`src/gmbh_params.svh`:
```
// Constants for the global memory and bus hold block
`ifndef GMBH_PARAMS_SVH
`define GMBH_PARAMS_SVH

// ****************************************************
// Register map
// ****************************************************
`define ALLOC_ADDR     16'h0005
`define ALLOC_RST      8'h00
`define ALLOC_HI_FILL  8'hFF
`define MODE_RST       1'b1

// ****************************************************
// Global region field
// ****************************************************
`define GLOB_MSB       15
`define GLOB_LSB       8
`define GLOB_EN_MSB    7
`define GLOB_EN_LSB    2

// ****************************************************
// Timing, in core clocks and machine cycles
// ****************************************************
`define QPH_CLKS       2'h2
`define QPH_Q1         2'h0
`define QPH_Q3         2'h2
`define ENTER_MC       2'h3
`define LEAVE_MC       2'h2

`endif

```
`src/gmbh_pkg.sv`:
```
// Types shared by the global memory and bus hold block
package gmbh_pkg;

    // ****************************************************
    // Hold sequencer states
    // ****************************************************
    typedef enum logic [2:0] {
        HS_RUN,
        HS_WAIT,
        HS_ENTER,
        HS_HELD,
        HS_LEAVE
    } hold_state_t;

    // Data-space access from the core
    typedef struct packed {
        logic        req;
        logic        wr;
        logic [15:0] addr;
        logic [15:0] wdata;
    } data_acc_t;

    // Execution status from the core sequencer
    typedef struct packed {
        logic instr_end;
        logic repeat_busy;
        logic bus_cycle_end;
        logic exec_external;
        logic ext_access_req;
        logic branch_external;
    } core_status_t;

    // Quarter-phase timing
    typedef struct packed {
        logic [1:0] qph;
        logic       q3_start;
        logic       mc_start;
    } phase_t;

    // Serial transmit pins
    typedef struct packed {
        logic data;
        logic frame_sync;
    } serial_tx_t;

endpackage : gmbh_pkg

```
`src/global_memory_and_bus_hold.sv`:
```
// Global memory arbitration and bus hold sequencer
`timescale 1ns/100ps
`include "gmbh_params.svh"

module global_memory_and_bus_hold (
    // Clock and reset
    input  wire logic                    core_clk,
    input  wire logic                    rst,

    // Core data-space access
    input  gmbh_pkg::data_acc_t          data_acc,
    output logic                         data_wait,
    output logic [15:0]                  reg_rdata,
    output logic                         reg_rvalid,

    // Core execution status and control
    input  gmbh_pkg::core_status_t       core_status,
    input  wire logic                    set_release_mode_instr,
    input  wire logic                    clear_release_mode_instr,
    output logic                         core_halt,
    output logic                         irq_blocked,
    output logic                         release_mode_bit,

    // Global memory pins
    output logic                         data_space_strobe,
    output logic                         global_bus_request_n,
    input  wire logic                    ready,

    // Bus release pins
    input  wire logic                    bus_release_req_n,
    output logic                         bus_release_ack_n,

    // External bus output enables, low while driving
    output logic                         addr_oe_n,
    output logic                         data_oe_n,
    output logic                         strobe_oe_n,

    // Serial transmit pins
    input  gmbh_pkg::serial_tx_t         serial_tx_in,
    output gmbh_pkg::serial_tx_t         serial_tx_out,
    output logic                         serial_tx_oe_n
);

    // ****************************************************
    // State
    // ****************************************************
    typedef struct packed {
        gmbh_pkg::hold_state_t hs;
        logic [1:0]            mc_cnt;
        logic                  ack_n;
        logic                  float_bus;
        logic                  mode;
        logic                  held_mode;
        logic [7:0]            alloc;
        logic [15:0]           rdata;
        logic                  rvalid;
        gmbh_pkg::serial_tx_t  serial;
    } main_state_t;

    main_state_t       state_ff;
    main_state_t       nxt_state;
    gmbh_pkg::phase_t  phase;
    logic              is_global;
    logic              reg_hit;
    logic              req_active;
    logic              accept;
    logic              in_release;
    logic              needs_ext;

    // ****************************************************
    // Submodules
    // ****************************************************
    quarter_phase_gen u_phase (
        .core_clk (core_clk),
        .rst      (rst),
        .phase    (phase)
    );

    global_region_decode u_decode (
        .alloc     (state_ff.alloc),
        .addr      (data_acc.addr),
        .is_global (is_global)
    );

    // ****************************************************
    // Helper terms
    // ****************************************************

    // Allocation register decode on the internal data bus
    assign reg_hit = data_acc.req && (data_acc.addr == `ALLOC_ADDR);

    // Release request seen only on the Q3 sample, never latched
    assign req_active = phase.q3_start && !bus_release_req_n;

    // Core wants the external buses this cycle
    assign needs_ext = core_status.exec_external
                     | core_status.ext_access_req
                     | core_status.branch_external;

    // Point at which the buses may be handed over
    always_comb begin
        if (state_ff.mode) begin
            // Whole instruction and whole repeat block first
            accept = core_status.instr_end && !core_status.repeat_busy;
        end else begin
            // Mode zero gives way at instruction end, after a bus cycle in a repeat, or when not executing or accessing externally
            accept = core_status.instr_end
                   | (core_status.repeat_busy & core_status.bus_cycle_end)
                   | !(core_status.exec_external | core_status.ext_access_req);
        end
    end

    // Any state in which the buses are not the core's
    assign in_release = (state_ff.hs == gmbh_pkg::HS_ENTER)
                     || (state_ff.hs == gmbh_pkg::HS_HELD)
                     || (state_ff.hs == gmbh_pkg::HS_LEAVE);

    // ****************************************************
    // Next-state logic
    // ****************************************************
    always_comb begin
        nxt_state        = state_ff;
        nxt_state.rvalid = 1'b0;

        // Allocation register write, low byte only
        if (reg_hit && data_acc.wr) begin
            nxt_state.alloc = data_acc.wdata[7:0];
        end

        // Read returns ones above the eight real bits
        if (reg_hit && !data_acc.wr) begin
            nxt_state.rdata  = {`ALLOC_HI_FILL, state_ff.alloc};
            nxt_state.rvalid = 1'b1;
        end

        // Mode bit from its two instructions
        if (set_release_mode_instr) begin
            nxt_state.mode = 1'b1;
        end else if (clear_release_mode_instr) begin
            nxt_state.mode = 1'b0;
        end

        // Serial outputs pass through, untouched by release
        nxt_state.serial = serial_tx_in;

        // Hold sequencer
        unique case (state_ff.hs)
            gmbh_pkg::HS_RUN: begin
                if (req_active) begin
                    nxt_state.hs = gmbh_pkg::HS_WAIT;
                end
            end
            gmbh_pkg::HS_WAIT: begin
                // Request dropped before hand-over: nothing kept
                if (phase.q3_start && bus_release_req_n) begin
                    nxt_state.hs = gmbh_pkg::HS_RUN;
                end else if (accept) begin
                    nxt_state.hs        = gmbh_pkg::HS_ENTER;
                    nxt_state.mc_cnt    = 2'h0;
                    nxt_state.held_mode = state_ff.mode;
                end
            end
            gmbh_pkg::HS_ENTER: begin
                // Count machine cycles up to the float point
                if (phase.mc_start) begin
                    if (state_ff.mc_cnt == `ENTER_MC - 2'h1) begin
                        nxt_state.hs        = gmbh_pkg::HS_HELD;
                        nxt_state.float_bus = 1'b1;
                        nxt_state.ack_n     = 1'b0;
                    end else begin
                        nxt_state.mc_cnt = state_ff.mc_cnt + 2'h1;
                    end
                end
            end
            gmbh_pkg::HS_HELD: begin
                // Acknowledge rises at the first Q3 sample that sees the request high
                if (phase.q3_start && bus_release_req_n) begin
                    nxt_state.hs     = gmbh_pkg::HS_LEAVE;
                    nxt_state.ack_n  = 1'b1;
                    nxt_state.mc_cnt = 2'h0;
                end
            end
            gmbh_pkg::HS_LEAVE: begin
                if (phase.mc_start) begin
                    if (state_ff.mc_cnt == `LEAVE_MC - 2'h1) begin
                        nxt_state.hs        = gmbh_pkg::HS_RUN;
                        nxt_state.float_bus = 1'b0;
                    end else begin
                        nxt_state.mc_cnt = state_ff.mc_cnt + 2'h1;
                    end
                end
            end
            default: begin
                // Illegal code recovers to a running, driven bus
                nxt_state.hs        = gmbh_pkg::HS_RUN;
                nxt_state.float_bus = 1'b0;
                nxt_state.ack_n     = 1'b1;
            end
        endcase
    end

    // ****************************************************
    // State register
    // ****************************************************
    always_ff @(posedge core_clk or posedge rst) begin
        if (rst) begin
            state_ff.hs        <= gmbh_pkg::HS_RUN;
            state_ff.mc_cnt    <= 2'h0;
            state_ff.ack_n     <= 1'b1;
            state_ff.float_bus <= 1'b0;
            state_ff.mode      <= `MODE_RST;
            state_ff.held_mode <= `MODE_RST;
            state_ff.alloc     <= `ALLOC_RST;
            state_ff.rdata     <= 16'h0000;
            state_ff.rvalid    <= 1'b0;
            state_ff.serial    <= '0;
        end else begin
            state_ff <= nxt_state;
        end
    end

    // ****************************************************
    // Global memory pins
    // ****************************************************

    // Strobe and request share timing; neither fires when floated
    assign data_space_strobe    = data_acc.req && !state_ff.float_bus;
    assign global_bus_request_n = !(data_space_strobe && is_global);

    // Wait states until the arbiter grants; the register is internal
    assign data_wait = data_acc.req && is_global && !reg_hit && !ready;

    // ****************************************************
    // Core control
    // ****************************************************

    // Halt only; idle and interrupt state in the core are untouched
    always_comb begin
        if (!in_release) begin
            core_halt = 1'b0;
        end else if (state_ff.held_mode) begin
            core_halt = 1'b1;
        end else begin
            core_halt = needs_ext;
        end
    end

    // Interrupts held pending only in the halting mode
    assign irq_blocked = in_release && state_ff.held_mode;

    // ****************************************************
    // Pin drivers and status
    // ****************************************************
    assign bus_release_ack_n = state_ff.ack_n;
    assign addr_oe_n         = state_ff.float_bus;
    assign data_oe_n         = state_ff.float_bus;
    assign strobe_oe_n       = state_ff.float_bus;
    assign serial_tx_out     = state_ff.serial;
    assign serial_tx_oe_n    = 1'b0;
    assign release_mode_bit  = state_ff.mode;
    assign reg_rdata         = state_ff.rdata;
    assign reg_rvalid        = state_ff.rvalid;

endmodule : global_memory_and_bus_hold

```
`src/global_region_decode.sv`:
```
// Global data region decoder from the allocation value
`timescale 1ns/100ps
`include "gmbh_params.svh"

module global_region_decode (
    // Allocation value and address
    input  wire logic [7:0]  alloc,
    input  wire logic [15:0] addr,
    // Result
    output logic             is_global
);

    logic [7:0] bit_ok;

    // ****************************************************
    // Per-bit mask match on the high address byte
    // ****************************************************
    for (genvar i = 0; i < 8; i++) begin : g_match
        assign bit_ok[i] = ~alloc[i] | addr[`GLOB_LSB + i];
    end

    // Upper six bits clear means no global region at all
    assign is_global = (|alloc[`GLOB_EN_MSB:`GLOB_EN_LSB]) & (&bit_ok);

endmodule : global_region_decode

```
`src/quarter_phase_gen.sv`:
```
// Quarter-phase and machine-cycle timing generator
`timescale 1ns/100ps
`include "gmbh_params.svh"

module quarter_phase_gen (
    // Clock and reset
    input  wire logic       core_clk,
    input  wire logic       rst,
    // Timing out
    output gmbh_pkg::phase_t phase
);

    typedef struct packed {
        logic [1:0] cnt;
        logic [1:0] qph;
    } qstate_t;

    qstate_t state_ff;
    qstate_t nxt_state;

    // ****************************************************
    // Divider: each quarter phase lasts a fixed clock count
    // ****************************************************
    always_comb begin
        nxt_state = state_ff;
        if (state_ff.cnt == `QPH_CLKS - 2'h1) begin
            nxt_state.cnt = 2'h0;
            nxt_state.qph = state_ff.qph + 2'h1;
        end else begin
            nxt_state.cnt = state_ff.cnt + 2'h1;
        end
    end

    always_ff @(posedge core_clk or posedge rst) begin
        if (rst) begin
            state_ff <= '0;
        end else begin
            state_ff <= nxt_state;
        end
    end

    // Start-of-quarter pulses, one clock wide
    assign phase.qph      = state_ff.qph;
    assign phase.q3_start = (state_ff.cnt == 2'h0) && (state_ff.qph == `QPH_Q3);
    assign phase.mc_start = (state_ff.cnt == 2'h0) && (state_ff.qph == `QPH_Q1);

endmodule : quarter_phase_gen

```
`config.mk`:
```
export PLATFORM = sky130hd
export DESIGN_NAME = global_memory_and_bus_hold
export DESIGN_NICKNAME = d
export VERILOG_FILES = /design/src/gmbh_pkg.sv /design/src/global_memory_and_bus_hold.sv /design/src/global_region_decode.sv /design/src/quarter_phase_gen.sv
export VERILOG_INCLUDE_DIRS = /design/src
export SDC_FILE = /design/constraint.sdc
export NUM_CORES = 1
export LEC_CHECK = 0
export BUFFER_PORTS_ARGS = -buffer_cell sky130_fd_sc_hd__buf_2
export CORE_AREA = 8 8 78 80
export DETAILED_ROUTE_END_ITERATION = 10
export DIE_AREA = 0 0 86 88
export GPL_ROUTABILITY_DRIVEN = 0
export GPL_TIMING_DRIVEN = 0
export PLACE_DENSITY = 0.63
export SETUP_SLACK_MARGIN = 0.3
export SYNTH_ARGS = -nofsm -noshare
export SYNTH_HDL_FRONTEND = slang
export SYNTH_HIERARCHICAL = 1
export SYNTH_SLANG_ARGS = --single-unit
```
`constraint.sdc`:
```
create_clock -name core_clk -period 4.16 [get_ports core_clk]
set_clock_uncertainty 0.2 [all_clocks]
set_input_delay 0.208 -clock core_clk [delete_from_list [all_inputs] [get_ports core_clk]]
set_output_delay 0.208 -clock core_clk [all_outputs]
set_load 0.005 [all_outputs]
```
# Word-level counts from Yosys, hierarchy flattened
# Index checks and enable logic that the tools add are counted.
# totals
register_bits	33
wordCells	124
inputBits	48
# classes
bitwise_logic	25
n_reduce_logical	38
n_eq_ne	20
add_sub_neg	3
mux	25
# ops
operator	count
16-bit by 3-bit == test with 1-bit output, second input constant	1
8-bit AND reduction	2
3-bit case mux with 5 select lines	1
1-bit logical AND	14
2-bit inequality test, second input constant	7
3-bit two-way mux	4
1-bit OR	12
1-bit NOT	11
2-bit two-way mux	5
5-bit two-way mux	2
1-bit logical NOT	8
1-bit two-way mux	8
2-bit case mux with 4 select lines	1
7-bit two-way mux	1
7-bit AND reduction	1
2-bit by 1-bit adder with 2-bit output, second input constant	3
3-bit by 2-bit == test with 1-bit output, second input constant	2
6-bit two-way mux	1
2-bit by 1-bit inequality test with 1-bit output, second input constant	3
1-bit case mux with 3 select lines	2
3-bit OR reduction	2
6-bit OR reduction	1
5-bit AND reduction	1
2-bit by 1-bit == test with 1-bit output, second input constant	2
12 further kinds	16

# Logic depth before layout (Yosys ltp)
# Gate-level depths: netlist of the first run.
# depth
depth_word	7
depth_mapped	7
ltp_nobuf	7

# Modules after synthesis
# Netlist of the first run, hierarchy kept.
# by_module_without_submodules
mod	area_each_um2	instances	cells_per_inst
global_memory_and_bus_hold	1552.7	1	140
quarter_phase_gen	209.0	1	18
global_region_decode	88.8	1	13

# Least setup slack after synthesis of the first run
# No wires, ideal clock.
# synth_path
path_type	register to register
from	register u_phase.state_ff (netlist bit u_phase/phase[2])
to	register state_ff[31] (netlist bit)
stages_incl_launch_ff	8
path_slack_ns	1.895
required_time_ns	3.835
period_less_slack_ns	2.265
setup_time_ns	0.125
t_arrival_ns	1.941
path_cell_list	dfrtp_1 inv_1 ha_1 nor3b_1 nand2_1 a32o_1 a211oi_2 mux2_2
# synth_rtl
item	line	text
start, declared	quarter_phase_gen.sv:18	qstate_t state_ff;
start signal, assigned	quarter_phase_gen.sv:38	state_ff <= nxt_state;
end signal, assigned	global_memory_and_bus_hold.sv:218	state_ff <= nxt_state;
end, declared	global_memory_and_bus_hold.sv:60	main_state_t state_ff;

==> flow_summary.json, run 1 <==
{
  "run_status": "finished, final reports clean",
  "cts_buffer_depth": 2,
  "multiInputGateArea_um2": 791,
  "grt_pass1_wl_mm": 6.86,
  "slew_headroom_pct": 24.8,
  "ctsResizeCount": 0,
  "synth_area_mm2": 0.00184,
  "drt_first_pass_iters": 4,
  "finalCriticalPeriod_ns": 2.48,
  "cts_tree": "built",
  "syn_inst": 169,
  "htree_levels": 2,
  "ctsRootBufferMaster": "clkbuf_8",
  "ff2ff_path_depth": 7,
  "power-per-cell-area_mw_per_mm2": 378,
  "cp-start-kind": "flip-flop",
  "post_cts_buffers": 0,
  "layout.nets": 310,
  "end_kind": "flip-flop",
  "hp-class": "in -> reg",
  "hold-worst-slack_ns": 0.0424,
  "avgSynthCellArea_um2": 10.9,
  "rows": 26,
  "setup_violations": 0,
  "max_freq_ghz": 0.403,
  "regArea_um2": 830,
  "drtAntennaViolNets": 0,
  "antenna_found_initial": 0,
  "syn_to_final_growth_pct": 37.5,
  "globalRouteOverflowTotal": 0,
  "synthesis.nets": 221,
  "avgViaCountPerCell": 4.45,
  "fillers": 462,
  "synth_warnings": 6,
  "drc_errors": 0,
  "drt_wl_total_mm": 4.15,
  "path_max_fanout": 5,
  "crit_type": "reg -> reg",
  "core_area_mm2": 0.00491,
  "diodes": 0,
  "hold_depth": 3,
  "drive_gt1_share_pct": 50.2,
  "ioPinCount": 78,
  "finalSetupTns_ns": 0,
  "ctsHoldBuffers": 14,
  "port_buffers": 68,
  "grtUsageTotal_pct": 11.4,
  "clk_pin_slew_ns": 0.07,
  "drv_slew": 0,
  "clk_latency_ns": 0.28,
  "cts_sinks": 33,
  "min_period_over_period_pct": 59.7,
  "cts_made_buffers": 5,
  "start_util_pct": 37.4,
  "drt_iter0_drc": 19,
  "die_w_um": 86,
  "first_global_vias": 1455,
  "maxCapViolCount": 0,
  "vdd_ir_drop_max_uv": 204,
  "routedWlPerCell_um": 12.6,
  "leakagePower_nw": 1.30,
  "finalHoldViolations": 0,
  "worstMarginPinSlew_ns": 1.13,
  "hpwl_mm": 3.16,
  "grt_max_degree": 30,
  "rsz0062_at_grt": "no",
  "required_ns": 4.13,
  "dr_total_vias": 1464,
  "die_h_um": 88,
  "dieArea_mm2": 0.00757,
  "critPathArrivalTime_ns": 2.45
}
per-layer routing:
layer	wire, um	up-vias	track usage (%)
met2	1910	51	19.0
met5	0	-	0
met3	411	6	5.35
met4	58	0	4.78
li1	-	744	-
met1	1770	663	12.3
critical path, cell delays in order, from the launching register on:
cell	delay (ns)
dfrtp_1	0.39
inv_1	0.08
ha_1	0.15
nor3b_1	0.43
nand2_1	0.20
a32o_1	0.30
a211oi_2	0.26
mux2_2	0.36
final timing paths:
kind	startpoint	endpoint	slack, ns
max	u_phase/phase[2]	state_ff[32]	1.68
min	bus_release_req_n	state_ff[35]	0.04
max reg2reg	u_phase/phase[2]	state_ff[32]	1.68
min reg2reg	u_phase/phase[2]	u_phase/phase[2]	0.27
max in group asynchronous	rst	reg_rdata[0]	2.51
min in group asynchronous	rst	u_phase/state_ff[2]	0.15
stage by stage:
| stage | area [um^2] | setup WS (ns) | util [%] | instances | power (W) |
|---|---|---|---|---|---|
| after floorplan | 1840 | 1.91 | - | 169 | 0.000552 |
| after global placement | 2260 | 1.70 | 46.1 | 307 | 0.000636 |
| after detailed placement | 2260 | 1.69 | 46.1 | 307 | 0.000637 |
| after CTS | 2520 | 1.66 | 51.4 | 329 | 0.000972 |
| after global routing | 2520 | 1.54 | 51.4 | 329 | 0.00102 |
| final | 2520 | 1.68 | 51.4 | 329 | 0.000953 |
registers in the layout, indices dropped and copies added, names as in the netlist:
signal	flops
reg_rvalid	1
state_ff	14
u_phase/state_ff	2
release_mode_bit	1
reg_rdata	9
bus_release_ack_n	1
addr_oe_n	1
u_phase/phase	2
serial_tx_out	2
cell type report:
| cell class | instances | area share (%) |
|---|---|---|
| well taps | 70 | 3.47 |
| repair buffers | 82 | 19.0 |
| clock inverters | 2 | 1.49 |
| clock buffers | 6 | 3.27 |
| flip-flops and latches | 33 | 32.9 |
| inverters | 12 | 1.78 |
| plain buffers | 24 | 6.74 |
| multi-input cells | 100 | 31.3 |
layout by cell type, fill, tap and decap left out, types with 3 or more instances in the layout:
cell type and n:
buf_2 69, dfrtp_1 30, buf_4 21, mux2_2 19
dlygate4sd3_1 14, inv_1 12, nor2b_1 9, nor2_1 9
nand2_1 7, clkbuf_8 6, a21oi_1 5, nor3b_1 4
ha_1 4, nor3_1 3, dfstp_2 3, nand2b_1 3
or2b_1 3
power by group:
| group | total [W] | internal [W] | switching [W] |
|---|---|---|---|
| combinational | 0.000256 | 0.000130 | 0.000126 |
| clock | 0.000314 | 0.000195 | 0.000119 |
| sequential | 0.000383 | 0.000362 | 0.0000217 |
| total | 0.000953 | 0.000686 | 0.000267 |
No activity file was read; power rests on OpenSTA's default activity.
==> run 2: changes to the inputs <==
Settings changed: PLACE_DENSITY 0.63 to 0.66.
Clock period 4.16 ns to 2.04 ns, I/O delays scaled along.
==> flow_summary.json, run 2 (same netlist as run 1, synthesis figures left out) <==
{
  "run_status": "finished with violations",
  "violations": "setup timing",
  "rsz0062_at_grt": "yes",
  "end_kind": "flip-flop",
  "finalCriticalPeriod_ns": 2.06,
  "post-route-util_pct": 56.6,
  "first_global_vias": 1615,
  "crit_type": "reg -> reg",
  "die_h_um": 88,
  "dr_total_vias": 1552,
  "grt_max_degree": 30,
  "drt_first_pass_iters": 3,
  "finalHoldViolations": 0,
  "grtUsageTotal_pct": 12.9,
  "regMostFlops": "state_ff",
  "drt_iter0_drc": 25,
  "cp-start-kind": "flip-flop",
  "port_buffers": 68,
  "drtAntennaViolNets": 0,
  "avgViaCountPerCell": 4.50,
  "drt_wl_total_mm": 4.68,
  "rows": 26,
  "hpwl_mm": 3.29,
  "cts_made_buffers": 5,
  "syn_to_final_growth_pct": 51.5,
  "cts_buffer_depth": 2,
  "rr_endpoint": "state_ff[31]",
  "finalPower_w": 0.00190,
  "grt_pass1_wl_mm": 7.76,
  "hp-class": "in -> async",
  "cp_slowest_cell": "dfrtp_1",
  "critPathArrivalTime_ns": 2.03,
  "htree_levels": 2,
  "final_cell_mix": "69 x buf_2, 31 x buf_4, 30 x dfrtp_1",
  "drv_slew": 0,
  "die_w_um": 86,
  "worst_r2r_startpoint": "state_ff[34]",
  "slew_headroom_pct": 57.0,
  "ioPinCount": 78,
  "ctsRootBufferMaster": "clkbuf_8",
  "min_period_over_period_pct": 101,
  "leakagePower_nw": 1.43,
  "diodes": 0,
  "drive_gt1_share_pct": 60.0,
  "r2r_slack_ns": -0.02,
  "routedWlPerCell_um": 13.6,
  "start_util_pct": 37.4,
  "postLayoutSetupSlackWorst_ns": -0.0229,
  "layout.nets": 327,
  "cp_num_buf_inv": 2,
  "ff2ff_path_depth": 6,
  "worstMarginPinSlew_ns": 0.644,
  "clk_latency_ns": 0.28,
  "power-per-cell-area_mw_per_mm2": 683,
  "cts_sinks": 33,
  "layout_commonest_cell": "buf_2",
  "dieArea_mm2": 0.00757,
  "max_freq_ghz": 0.485,
  "maxCapViolCount": 0,
  "vdd_ir_drop_max_uv": 497,
  "cts_tree": "built",
  "drc_errors": 0,
  "required_ns": 2.00,
  "core_area_mm2": 0.00491,
  "cp_top_family": "compound AO/OA/AOI/OAI gates",
  "setup_violations": 2,
  "globalRouteOverflowTotal": 0,
  "worstPathCellList": "buf_2, nor2b_1, clkbuf_4, a32o_2, a211oi_4, mux2_4",
  "largest_register_ffs": 14,
  "path_max_fanout": 10,
  "slowest_delay_ns": 0.35,
  "clk_pin_slew_ns": 0.06,
  "fillers": 421,
  "antenna_found_initial": 0
}
run 2: cell count changes in the layout (fill, tap and decap cells not counted), sizes merged:
cell         change
buf             +16
bufinv           -1
clkbuf           +1
dlygate4sd3      +1
inv              -1
run 2: layer usage:
metal	GRT usage [%]	wire length (um)
met2	22.8	2290
met3	5.16	376
met1	13.5	1960
met5	0	0
met4	4.78	60
run 2: worst max path at each step:
stage	start	endpoint	slack, ns	cells after the start
floorplan	u_phase/phase[2]	state_ff[31]	0.02	7
global placement	u_phase/phase[2]	state_ff[31]	-0.13	7
detailed placement	u_phase/phase[2]	state_ff[31]	-0.12	7
CTS	u_phase/phase[2]	state_ff[31]	-0.005	8
global route	u_phase/phase[3]	state_ff[31]	-0.09	7
finish	state_ff[34]	state_ff[31]	-0.02	6
run 2: metrics by stage:
step	TNS (ns)	area, um^2	setup WS (ns)	instances	hold WS, ns
floorplan	0	1850	0.0205	169	-0.332
global placement	-0.248	2280	-0.125	307	-0.196
detailed placement	-0.242	2280	-0.124	307	-0.196
CTS	-0.00814	2650	-0.00548	341	0.0274
global route	-0.223	2780	-0.0942	345	0.0755
finish	-0.0441	2780	-0.0229	345	0.0725
run 2: cell type report:
cell class	count	area [um^2]	share of cell area [%]
Timing Repair Buffer	99	651	23.4
Tap cell	70	87.6	3.15
Inverter	12	48.8	1.75
Multi-Input combinational cell	100	905	32.5
Clock buffer	7	86.3	3.10
Buffer	24	174	6.25
Sequential cell	33	830	29.8
run 2: repair_timing:
action                                  4_1_cts  5_1_grt
hold buffers                                 15        0
endpoints found under the hold margin        43        0
buffers inserted                             12        4
endpoints found under the setup margin        6       47
pin swaps                                     7        8
cloned                                        0        0
resized for setup                            13       18
run 2: power by group:
| group | internal (W) | switching, W | leakage [nW] |
|---|---|---|---|
| combinational | 0.000320 | 0.000307 | 0.953 |
| sequential | 0.000738 | 0.0000485 | 0.430 |
| clock | 0.000267 | 0.000218 | 0.0443 |
| total | 0.00133 | 0.000574 | 1.43 |
run 2: worst reg2reg max path: stages, from the launching register on:
cell and delay (ns):
dfrtp_1 0.35, buf_2 0.18, nor2b_1 0.15, clkbuf_4 0.19
a32o_2 0.30, a211oi_4 0.26, mux2_4 0.32
